$ cat config.mk
export PLATFORM = sky130hd
export DESIGN_NAME = smbus_nv_copy_alert_control
export DESIGN_NICKNAME = d
export VERILOG_FILES = /design/src/logic/pin_sync.v /design/src/logic/busy_timer.v /design/src/logic/smbus_nv_copy_alert_control.v
export VERILOG_INCLUDE_DIRS = /design/src /design/src/common
export SDC_FILE = /design/constraint.sdc
export NUM_CORES = 1
export LEC_CHECK = 0
export BUFFER_PORTS_ARGS = -buffer_cell sky130_fd_sc_hd__clkbuf_2
export CORE_MARGIN = 3
export CORE_UTILIZATION = 35
export DETAILED_ROUTE_END_ITERATION = 10
export GPL_TIMING_DRIVEN = 1
export PLACE_DENSITY_LB_ADDON = 0.12
export REMOVE_ABC_BUFFERS = 1
export SLEW_MARGIN = 20
export SYNTH_ARGS = -nofsm -noshare
export SYNTH_HDL_FRONTEND = slang
export SYNTH_HIERARCHICAL = 1
export SYNTH_SLANG_ARGS = --single-unit
$ cat constraint.sdc
create_clock -name core_clk_i -period 8.2 [get_ports core_clk_i]
set_clock_uncertainty 0.05 [all_clocks]
set_input_delay 0.41 -clock core_clk_i [delete_from_list [all_inputs] [get_ports core_clk_i]]
set_output_delay 0.41 -clock core_clk_i [all_outputs]
set_load 0.005 [all_outputs]
$ cat src/common/smbus_nv_consts.vh
`ifndef SMBUS_NV_CONSTS_VH
`define SMBUS_NV_CONSTS_VH
`define DEV_ADDR_HI      4'h9
`define CMD_COPY_V2NV    8'h48
`define ARA_BYTE         8'h19
`define GC_BYTE          8'h00
`define GC_RELATCH       8'h04
`define GC_RESET         8'h06
`define CLK_PERIOD_PS    5000
`define NV_PROGRAM_TIME_US   20
`define RESET_RELOAD_TIME_US 1
`define TIMEOUT_MIN_US   25
`define TIMEOUT_MAX_US   35
`define NV_PROGRAM_CYC   ((`NV_PROGRAM_TIME_US * 1000000) / `CLK_PERIOD_PS)
`define RESET_RELOAD_CYC ((`RESET_RELOAD_TIME_US * 1000000) / `CLK_PERIOD_PS)
`define TIMEOUT_CYC      ((`TIMEOUT_MIN_US * 1000000 + `CLK_PERIOD_PS - 1) / `CLK_PERIOD_PS)
`define CFG_W            16
`define LIM_W            16
`endif

$ cat src/logic/pin_sync.v
`timescale 1ns/1ps
module pin_sync (
	input  wire core_clk_i,
	input  wire reset_n_i,
	input  wire enable_i,
	input  wire pin_i,
	output wire sync_o
);
	reg meta_q;
	reg sync_q;
	// reset high: bus idle level
	always @(posedge core_clk_i or negedge reset_n_i) begin
		if (!reset_n_i) begin
			meta_q <= 1'b1;
			sync_q <= 1'b1;
		end else if (enable_i) begin
			meta_q <= pin_i;
			sync_q <= meta_q;
		end
	end
	assign sync_o = sync_q;
endmodule

$ cat src/logic/busy_timer.v
`timescale 1ns/1ps
module busy_timer #(
	parameter [23:0] COPY_CYC   = 24'h000FA0,
	parameter [23:0] RELOAD_CYC = 24'h0000C8
) (
	input  wire core_clk_i,
	input  wire reset_n_i,
	input  wire enable_i,
	input  wire start_copy_i,
	input  wire start_reload_i,
	output wire busy_o,
	output reg  done_copy_o,
	output reg  done_reload_o
);
	reg [23:0] count_q;
	reg        kind_q;
	always @(posedge core_clk_i or negedge reset_n_i) begin
		if (!reset_n_i) begin
			count_q       <= 24'h000000;
			kind_q        <= 1'b0;
			done_copy_o   <= 1'b0;
			done_reload_o <= 1'b0;
		end else if (enable_i) begin
			done_copy_o   <= 1'b0;
			done_reload_o <= 1'b0;
			if (count_q == 24'h000000) begin
				if (start_reload_i) begin
					count_q <= RELOAD_CYC;
					kind_q  <= 1'b1;
				end else if (start_copy_i) begin
					count_q <= COPY_CYC;
					kind_q  <= 1'b0;
				end
			end else begin
				count_q <= count_q - 24'h000001;
				if (count_q == 24'h000001) begin
					done_copy_o   <= ~kind_q;
					done_reload_o <= kind_q;
				end
			end
		end
	end
	assign busy_o = (count_q != 24'h000000);
endmodule

$ cat src/logic/smbus_nv_copy_alert_control.v
`timescale 1ns/1ps
`include "smbus_nv_consts.vh"
module smbus_nv_copy_alert_control #(
	parameter [23:0] NV_PROGRAM_CYC   = `NV_PROGRAM_CYC,
	parameter [23:0] RESET_RELOAD_CYC = `RESET_RELOAD_CYC,
	parameter [23:0] TIMEOUT_CYC      = `TIMEOUT_CYC
) (
	input  wire               core_clk_i,
	input  wire               reset_n_i,
	input  wire               clk_en_i,
	input  wire               scl_i,
	input  wire               sda_i,
	output wire               sda_o,
	output wire               sda_oe_n_o,
	input  wire [2:0]         addr_pins_i,
	output reg  [2:0]         addr_latched_o,
	input  wire [`CFG_W-1:0]  config_i,
	input  wire [`LIM_W-1:0]  low_limit_i,
	input  wire [`LIM_W-1:0]  high_limit_i,
	output reg  [`CFG_W-1:0]  nv_config_o,
	output reg  [`LIM_W-1:0]  nv_low_limit_o,
	output reg  [`LIM_W-1:0]  nv_high_limit_o,
	input  wire               lock_bit_i,
	input  wire               permanent_lockdown_bit_i,
	input  wire               thermostat_interrupt_select_i,
	input  wire               alert_polarity_i,
	input  wire               high_event_i,
	input  wire               low_event_i,
	output wire               alert_n_o,
	output wire               nv_busy_flag_o,
	output reg                reload_pulse_o,
	output reg                pointer_write_o,
	output reg  [7:0]         pointer_o
);
	localparam [2:0] ST_IDLE = 3'h0;
	localparam [2:0] ST_RX   = 3'h1;
	localparam [2:0] ST_ACK  = 3'h2;
	localparam [2:0] ST_TX   = 3'h3;
	localparam [2:0] ST_IGN  = 3'h4;
	localparam [2:0] PH_ADDR = 3'h0;
	localparam [2:0] PH_CMD  = 3'h1;
	localparam [2:0] PH_GC   = 3'h2;
	localparam [2:0] PH_ARA  = 3'h3;
	localparam [2:0] PH_DATA = 3'h4;

	wire scl_s;
	wire sda_s;
	pin_sync u_scl (.core_clk_i(core_clk_i), .reset_n_i(reset_n_i), .enable_i(clk_en_i), .pin_i(scl_i),
		.sync_o(scl_s));
	pin_sync u_sda (.core_clk_i(core_clk_i), .reset_n_i(reset_n_i), .enable_i(clk_en_i), .pin_i(sda_i),
		.sync_o(sda_s));

	// strapping pins are asynchronous too, so they get the same two stages
	wire [2:0] addr_s;
	genvar     gi;
	generate
		for (gi = 0; gi < 3; gi = gi + 1) begin : g_addr_sync
			pin_sync u_addr (.core_clk_i(core_clk_i), .reset_n_i(reset_n_i), .enable_i(clk_en_i),
				.pin_i(addr_pins_i[gi]), .sync_o(addr_s[gi]));
		end
	endgenerate

	reg        scl_q;
	reg        sda_q;
	reg [2:0]  state_q;
	reg [2:0]  phase_q;
	reg [7:0]  shift_q;
	reg [3:0]  bit_q;
	reg        ack_q;
	reg        drive_low_q;
	reg        copy_armed_q;
	reg        alert_q;
	reg        limit_q;
	reg [23:0] low_cnt_q;
	reg        start_copy_q;
	reg        start_reload_q;
	reg [1:0]  init_cnt_q;
	wire       busy;
	wire       done_copy;
	wire       done_reload;

	wire scl_rise = scl_s & ~scl_q;
	wire scl_fall = ~scl_s & scl_q;
	wire start_c  = scl_s & scl_q & sda_q & ~sda_s;
	wire stop_c   = scl_s & scl_q & ~sda_q & sda_s;
	wire smbus_alert_en = thermostat_interrupt_select_i & ~alert_polarity_i;
	wire timeout  = (low_cnt_q >= TIMEOUT_CYC);

	busy_timer #(.COPY_CYC(NV_PROGRAM_CYC), .RELOAD_CYC(RESET_RELOAD_CYC)) u_timer (
		.core_clk_i     (core_clk_i),
		.reset_n_i      (reset_n_i),
		.enable_i       (clk_en_i),
		.start_copy_i   (start_copy_q),
		.start_reload_i (start_reload_q),
		.busy_o         (busy),
		.done_copy_o    (done_copy),
		.done_reload_o  (done_reload)
	);
	assign nv_busy_flag_o = busy;

	// decides acknowledge for a received byte and the next phase
	function [3:0] decode_byte;
		input [2:0] ph;
		input [7:0] b;
		input [2:0] a;
		input       bsy;
		input       alerting;
		begin
			decode_byte = {1'b0, PH_DATA};
			case (ph)
				PH_ADDR: begin
					if (b == {`DEV_ADDR_HI, a, 1'b0})
						decode_byte = {1'b1, PH_CMD};
					else if (b == {`DEV_ADDR_HI, a, 1'b1})
						decode_byte = {~bsy, PH_DATA};
					else if (b == `GC_BYTE)
						decode_byte = {~bsy, PH_GC};
					else if (b == `ARA_BYTE)
						decode_byte = {alerting & ~bsy, PH_ARA};
				end
				PH_CMD:  decode_byte = {1'b1, PH_DATA};
				PH_GC:   decode_byte = {(b == `GC_RELATCH) | (b == `GC_RESET), PH_DATA};
				default: decode_byte = {1'b0, PH_DATA};
			endcase
		end
	endfunction

	wire [3:0] dec = decode_byte(phase_q, shift_q, addr_latched_o, busy, alert_q & smbus_alert_en);
	// limit cause rides in the lsb of the reply
	wire [7:0] ara_reply = {`DEV_ADDR_HI, addr_latched_o, limit_q};

	always @(posedge core_clk_i or negedge reset_n_i) begin
		if (!reset_n_i) begin
			scl_q           <= 1'b1;
			sda_q           <= 1'b1;
			state_q         <= ST_IDLE;
			phase_q         <= PH_ADDR;
			shift_q         <= 8'h00;
			bit_q           <= 4'h0;
			ack_q           <= 1'b0;
			drive_low_q     <= 1'b0;
			copy_armed_q    <= 1'b0;
			alert_q         <= 1'b0;
			limit_q         <= 1'b0;
			low_cnt_q       <= 24'h000000;
			start_copy_q    <= 1'b0;
			start_reload_q  <= 1'b0;
			init_cnt_q      <= 2'h0;
			addr_latched_o  <= 3'h0;
			reload_pulse_o  <= 1'b0;
			pointer_write_o <= 1'b0;
			pointer_o       <= 8'h00;
			nv_config_o     <= {`CFG_W{1'b0}};
			nv_low_limit_o  <= {`LIM_W{1'b0}};
			nv_high_limit_o <= {`LIM_W{1'b0}};
		end else if (clk_en_i) begin
			scl_q           <= scl_s;
			sda_q           <= sda_s;
			start_copy_q    <= 1'b0;
			start_reload_q  <= 1'b0;
			reload_pulse_o  <= done_reload;
			pointer_write_o <= 1'b0;
			// pins caught after reset release, once the synchroniser holds them
			if (init_cnt_q != 2'h3) begin
				init_cnt_q <= init_cnt_q + 2'h1;
				if (init_cnt_q == 2'h2)
					addr_latched_o <= addr_s;
			end
			if (done_copy) begin
				nv_config_o     <= config_i;
				nv_low_limit_o  <= low_limit_i;
				nv_high_limit_o <= high_limit_i;
			end
			// event wins over the ARA clear; high cause takes priority
			if (high_event_i | low_event_i) begin
				alert_q <= 1'b1;
				limit_q <= high_event_i;
			end
			low_cnt_q <= scl_s ? 24'h000000 : (timeout ? low_cnt_q : low_cnt_q + 24'h000001);
			if (timeout) begin
				// release immediately; any start after scl rises is accepted
				state_q      <= ST_IDLE;
				drive_low_q  <= 1'b0;
				copy_armed_q <= 1'b0;
			end else if (start_c) begin
				copy_armed_q <= 1'b0;
				state_q      <= ST_RX;
				phase_q      <= PH_ADDR;
				bit_q        <= 4'h0;
				drive_low_q  <= 1'b0;
			end else if (stop_c) begin
				if (copy_armed_q)
					start_copy_q <= 1'b1;
				copy_armed_q <= 1'b0;
				state_q      <= ST_IDLE;
				drive_low_q  <= 1'b0;
			end else begin
				case (state_q)
					ST_RX: begin
						if (scl_rise) begin
							shift_q <= {shift_q[6:0], sda_s};
							bit_q   <= bit_q + 4'h1;
						end else if (scl_fall && bit_q == 4'h8) begin
							ack_q       <= dec[3];
							drive_low_q <= dec[3];
							state_q     <= ST_ACK;
							if (phase_q == PH_CMD) begin
								if (shift_q == `CMD_COPY_V2NV)
									copy_armed_q <= ~busy & ~lock_bit_i & ~permanent_lockdown_bit_i;
								else begin
									pointer_o       <= shift_q;
									pointer_write_o <= 1'b1;
								end
							end
							if (phase_q == PH_GC && dec[3]) begin
								addr_latched_o <= addr_s;
								if (shift_q == `GC_RESET)
									start_reload_q <= 1'b1;
							end
							phase_q <= dec[2:0];
						end
					end
					ST_ACK: begin
						if (scl_fall) begin
							bit_q <= 4'h0;
							if (!ack_q) begin
								drive_low_q <= 1'b0;
								state_q     <= ST_IGN;
							end else if (phase_q == PH_ARA) begin
								shift_q     <= ara_reply;
								drive_low_q <= ~ara_reply[7];
								state_q     <= ST_TX;
							end else begin
								drive_low_q <= 1'b0;
								state_q     <= (phase_q == PH_DATA) ? ST_IGN : ST_RX;
							end
						end
					end
					ST_TX: begin
						if (scl_rise && !drive_low_q && !sda_s) begin
							drive_low_q <= 1'b0;
							state_q     <= ST_IGN;
						end else if (scl_fall) begin
							bit_q <= bit_q + 4'h1;
							if (bit_q == 4'h7) begin
								drive_low_q <= 1'b0;
								alert_q     <= high_event_i | low_event_i;
								state_q     <= ST_IGN;
							end else begin
								drive_low_q <= ~shift_q[3'h6 - bit_q[2:0]];
							end
						end
					end
					ST_IGN:  drive_low_q <= 1'b0;
					default: state_q <= ST_IDLE;
				endcase
			end
		end
	end

	// open drain: enable active low while pulling the line low
	assign sda_o      = 1'b0;
	assign sda_oe_n_o = ~drive_low_q;
	assign alert_n_o  = ~(alert_q & smbus_alert_en);
endmodule

==> results.toml <==
[synth]
synth_cell_type_count = 77
synth_top_flop_cell = "dfrtp_1"
seq_area_frac_synth = 0.514
yosysWarnings = 6
synth_top_area_frac = 0.471
synth-seq-cells = 151
avgSynthCellArea_um2 = 11.1
yosys.area.top_type = "dfrtp_1"
async_flop_share = 1.00
synth_area_mm2 = 0.00738
synthTopCellsByArea = "dfrtp_1 (47%), mux2_2 (11%), dfstp_2 (4.3%)"
synth_edf_count = 0
netlist_instances = 666

[final_layout]
layout_common_cells = "dfrtp_1 (139), clkbuf_2 (124), mux2_2 (75), nand2_1 (56), nor2_1 (46)"
final_nets = 853
final_util = 0.432
final_common_cell = "dfrtp_1"
syn_to_final_growth_pct = 19.8
fill_cells = 1940
layout.cells.non_filler = 1066
drive_gt1_frac = 0.357
num_antenna_cells = 0

[global_route]
antenna_found_initial = 0
grt_pass1_wl_mm = 27.7
grt.total_usage = 0.152
grt_max_degree = 88
grt_pass1_vias = 5365
grt_overflow = 0

[route]
num_vias = 5464
ant_nets = 0
wire_per_inst_um = 16.0
routed_wl_mm = 17.1
first_pass_iters = 5
drc = 0
dr.first_iter.drc_count = 304
routed_via_density = 5.13

[setup_path]
worst_r2r_endpoint = "addr_latched_o[1]"
crit_path_start = "u_timer/count_q[1]"
crit_path_start_kind = "flop"
worstSetupPathType = "reg2reg"
timing.rr.start = "u_timer/count_q[1]"
reg2reg_slack_ns = 4.89
r2r_cells = 10
endpoint_kind = "flop"
cp-endpoint = "addr_latched_o[1]"
worst-path-max-fanout = 5
critPathArrivalTime_ns = 3.57
crit_required_ns = 8.46

[floorplan]
rows = 52
coreArea_mm2 = 0.0205
dieArea_mm2 = 0.0229
ios = 127
die_x_um = 151
die_h_um = 151
start_util = 0.360

[timing]
worst_slew_pin_slew_ns = 1.06
setup_slack_ns = 4.89
timing.final.crit_share = 0.404
slew_headroom = 0.285
setup_violations = 0
final_max_slew_viol_count = 0
hold_viol = 0
finalCriticalPeriod_ns = 3.31
fmax_mhz = 302
fin_setup_tns_ns = 0
rsz0062_at_grt = "false"

[placement]
gp_congestion = 0.848
dp_slack_ns = 4.87
dp_hpwl_mm = 11.7
place_inst = 1034
portBuffers = 125

[cts]
post_cts_buffers = 0
cts_tree = "yes"
cts_hold_buf = 0
clkTransAtPathRegs_ns = 0.07
clk_path_buf_depth = 2
post_cts_resized = 0
worstSkewPairLatency_ns = 0.43
cts_sinks = 151
cts-root-buf = "clkbuf_16"
htree_num_levels = 4
numCtsBuffers = 17

[min_path]
hold_path_class = "in2async"

[job]
maxCapViolCount = 0

[status]
status = "completed"

[power]
p_leak_uw = 0.00420
powerDensity_mw_per_mm2 = 237
vdd.ir_drop.worst_mv = 0.146
==> stage by stage <==
step	cell area [um^2]	power, uW	hold slack (ns)
detailed placement	8220	1290	0.400
global route	8840	2220	0.0613
global placement	8220	1280	0.383
CTS	8840	2130	0.0276
finish	8840	2100	0.00864
floorplan	7230	1150	0.0644
==> final cells by class <==
cell class	instances	area, um^2	area share
clock buffers	18	439	0.0497
well taps	270	338	0.0382
clock inverters	14	184	0.0208
multi-input cells	465	3360	0.380
repair buffers	127	647	0.0731
flip-flops and latches	151	3790	0.429
inverters	21	78.8	0.00891
==> registers in the layout, summed over array words and instances, names as in the netlist, 2 cells and up <==
register                   flops
bit_q                          4
shift_q                        8
nv_high_limit_o               16
phase_q                        3
low_cnt_q                     24
u_timer/count_q               24
init_cnt_q                     2
pointer_o                      8
addr_latched_o                 3
state_q                        3
nv_low_limit_o                16
nv_config_o                   16
g_addr_sync.u_addr/sync_o      3
g_addr_sync.u_addr/meta_q      3
==> synthesized netlist by cell type, types with 8 or more instances <==
cell and number:
ha_1 8, xnor2_1 13, a31oi_1 8, dfrtp_1 139, dfstp_2 12, nor3_1 19, mux2_2 75, or4_4 8
nand2_1 57, inv_1 21, clkbuf_1 15, a21oi_1 14, o21ai_0 39, nand3_1 19, nor4_1 12, and2_1 12
nand4_1 12, nor2_1 46
==> cell families after synthesis <==
group           share of synthesized area
simple gates                        0.195
flops                               0.514
fa+ha+maj                          0.0136
buf+inv                            0.0314
mux                                 0.135
compound gates                     0.0902
other cells                      0.000508
xor+xnor                           0.0202
==> where the power goes <==
part | total [uW] | internal (uW) | switching (uW)
sequential | 933 | 834 | 99.4
combinational | 343 | 167 | 176
clock | 822 | 473 | 349
==> worst max-delay path, stage by stage, from the launching register on <==
cell and delay, ns:
dfrtp_1 0.39, inv_1 0.11, ha_1 0.23, or4b_2 0.60, nor4_1 0.36, nand2_1 0.20, nor2b_1 0.19, a211oi_1 0.23
a211oi_1 0.12, o31ai_2 0.35, mux2_2 0.38
==> per-layer routing <==
| metal | routed length [um] | track usage | up-vias |
|---|---|---|---|
| met4 | 194 | 0.0530 | 0 |
| met2 | 8170 | 0.246 | 158 |
| li1 | - | - | 2627 |
| met1 | 7970 | 0.203 | 2665 |
| met3 | 745 | 0.0320 | 14 |
| met5 | 0 | 0 | - |
==> how the worst min path moves through the flow <==
stage | startpoint | end | cells past startpoint
final | reset_n_i | nv_high_limit_o[3] | 1
after global routing | reset_n_i | u_timer/count_q[14] | 1
after CTS | reset_n_i | nv_high_limit_o[3] | 1
after detailed placement | u_timer/kind_q | u_timer/done_copy_o | 1
after global placement | u_timer/kind_q | u_timer/done_copy_o | 1
after floorplan | reset_n_i | ack_q | 0
(Power assumes the default switching activity.)
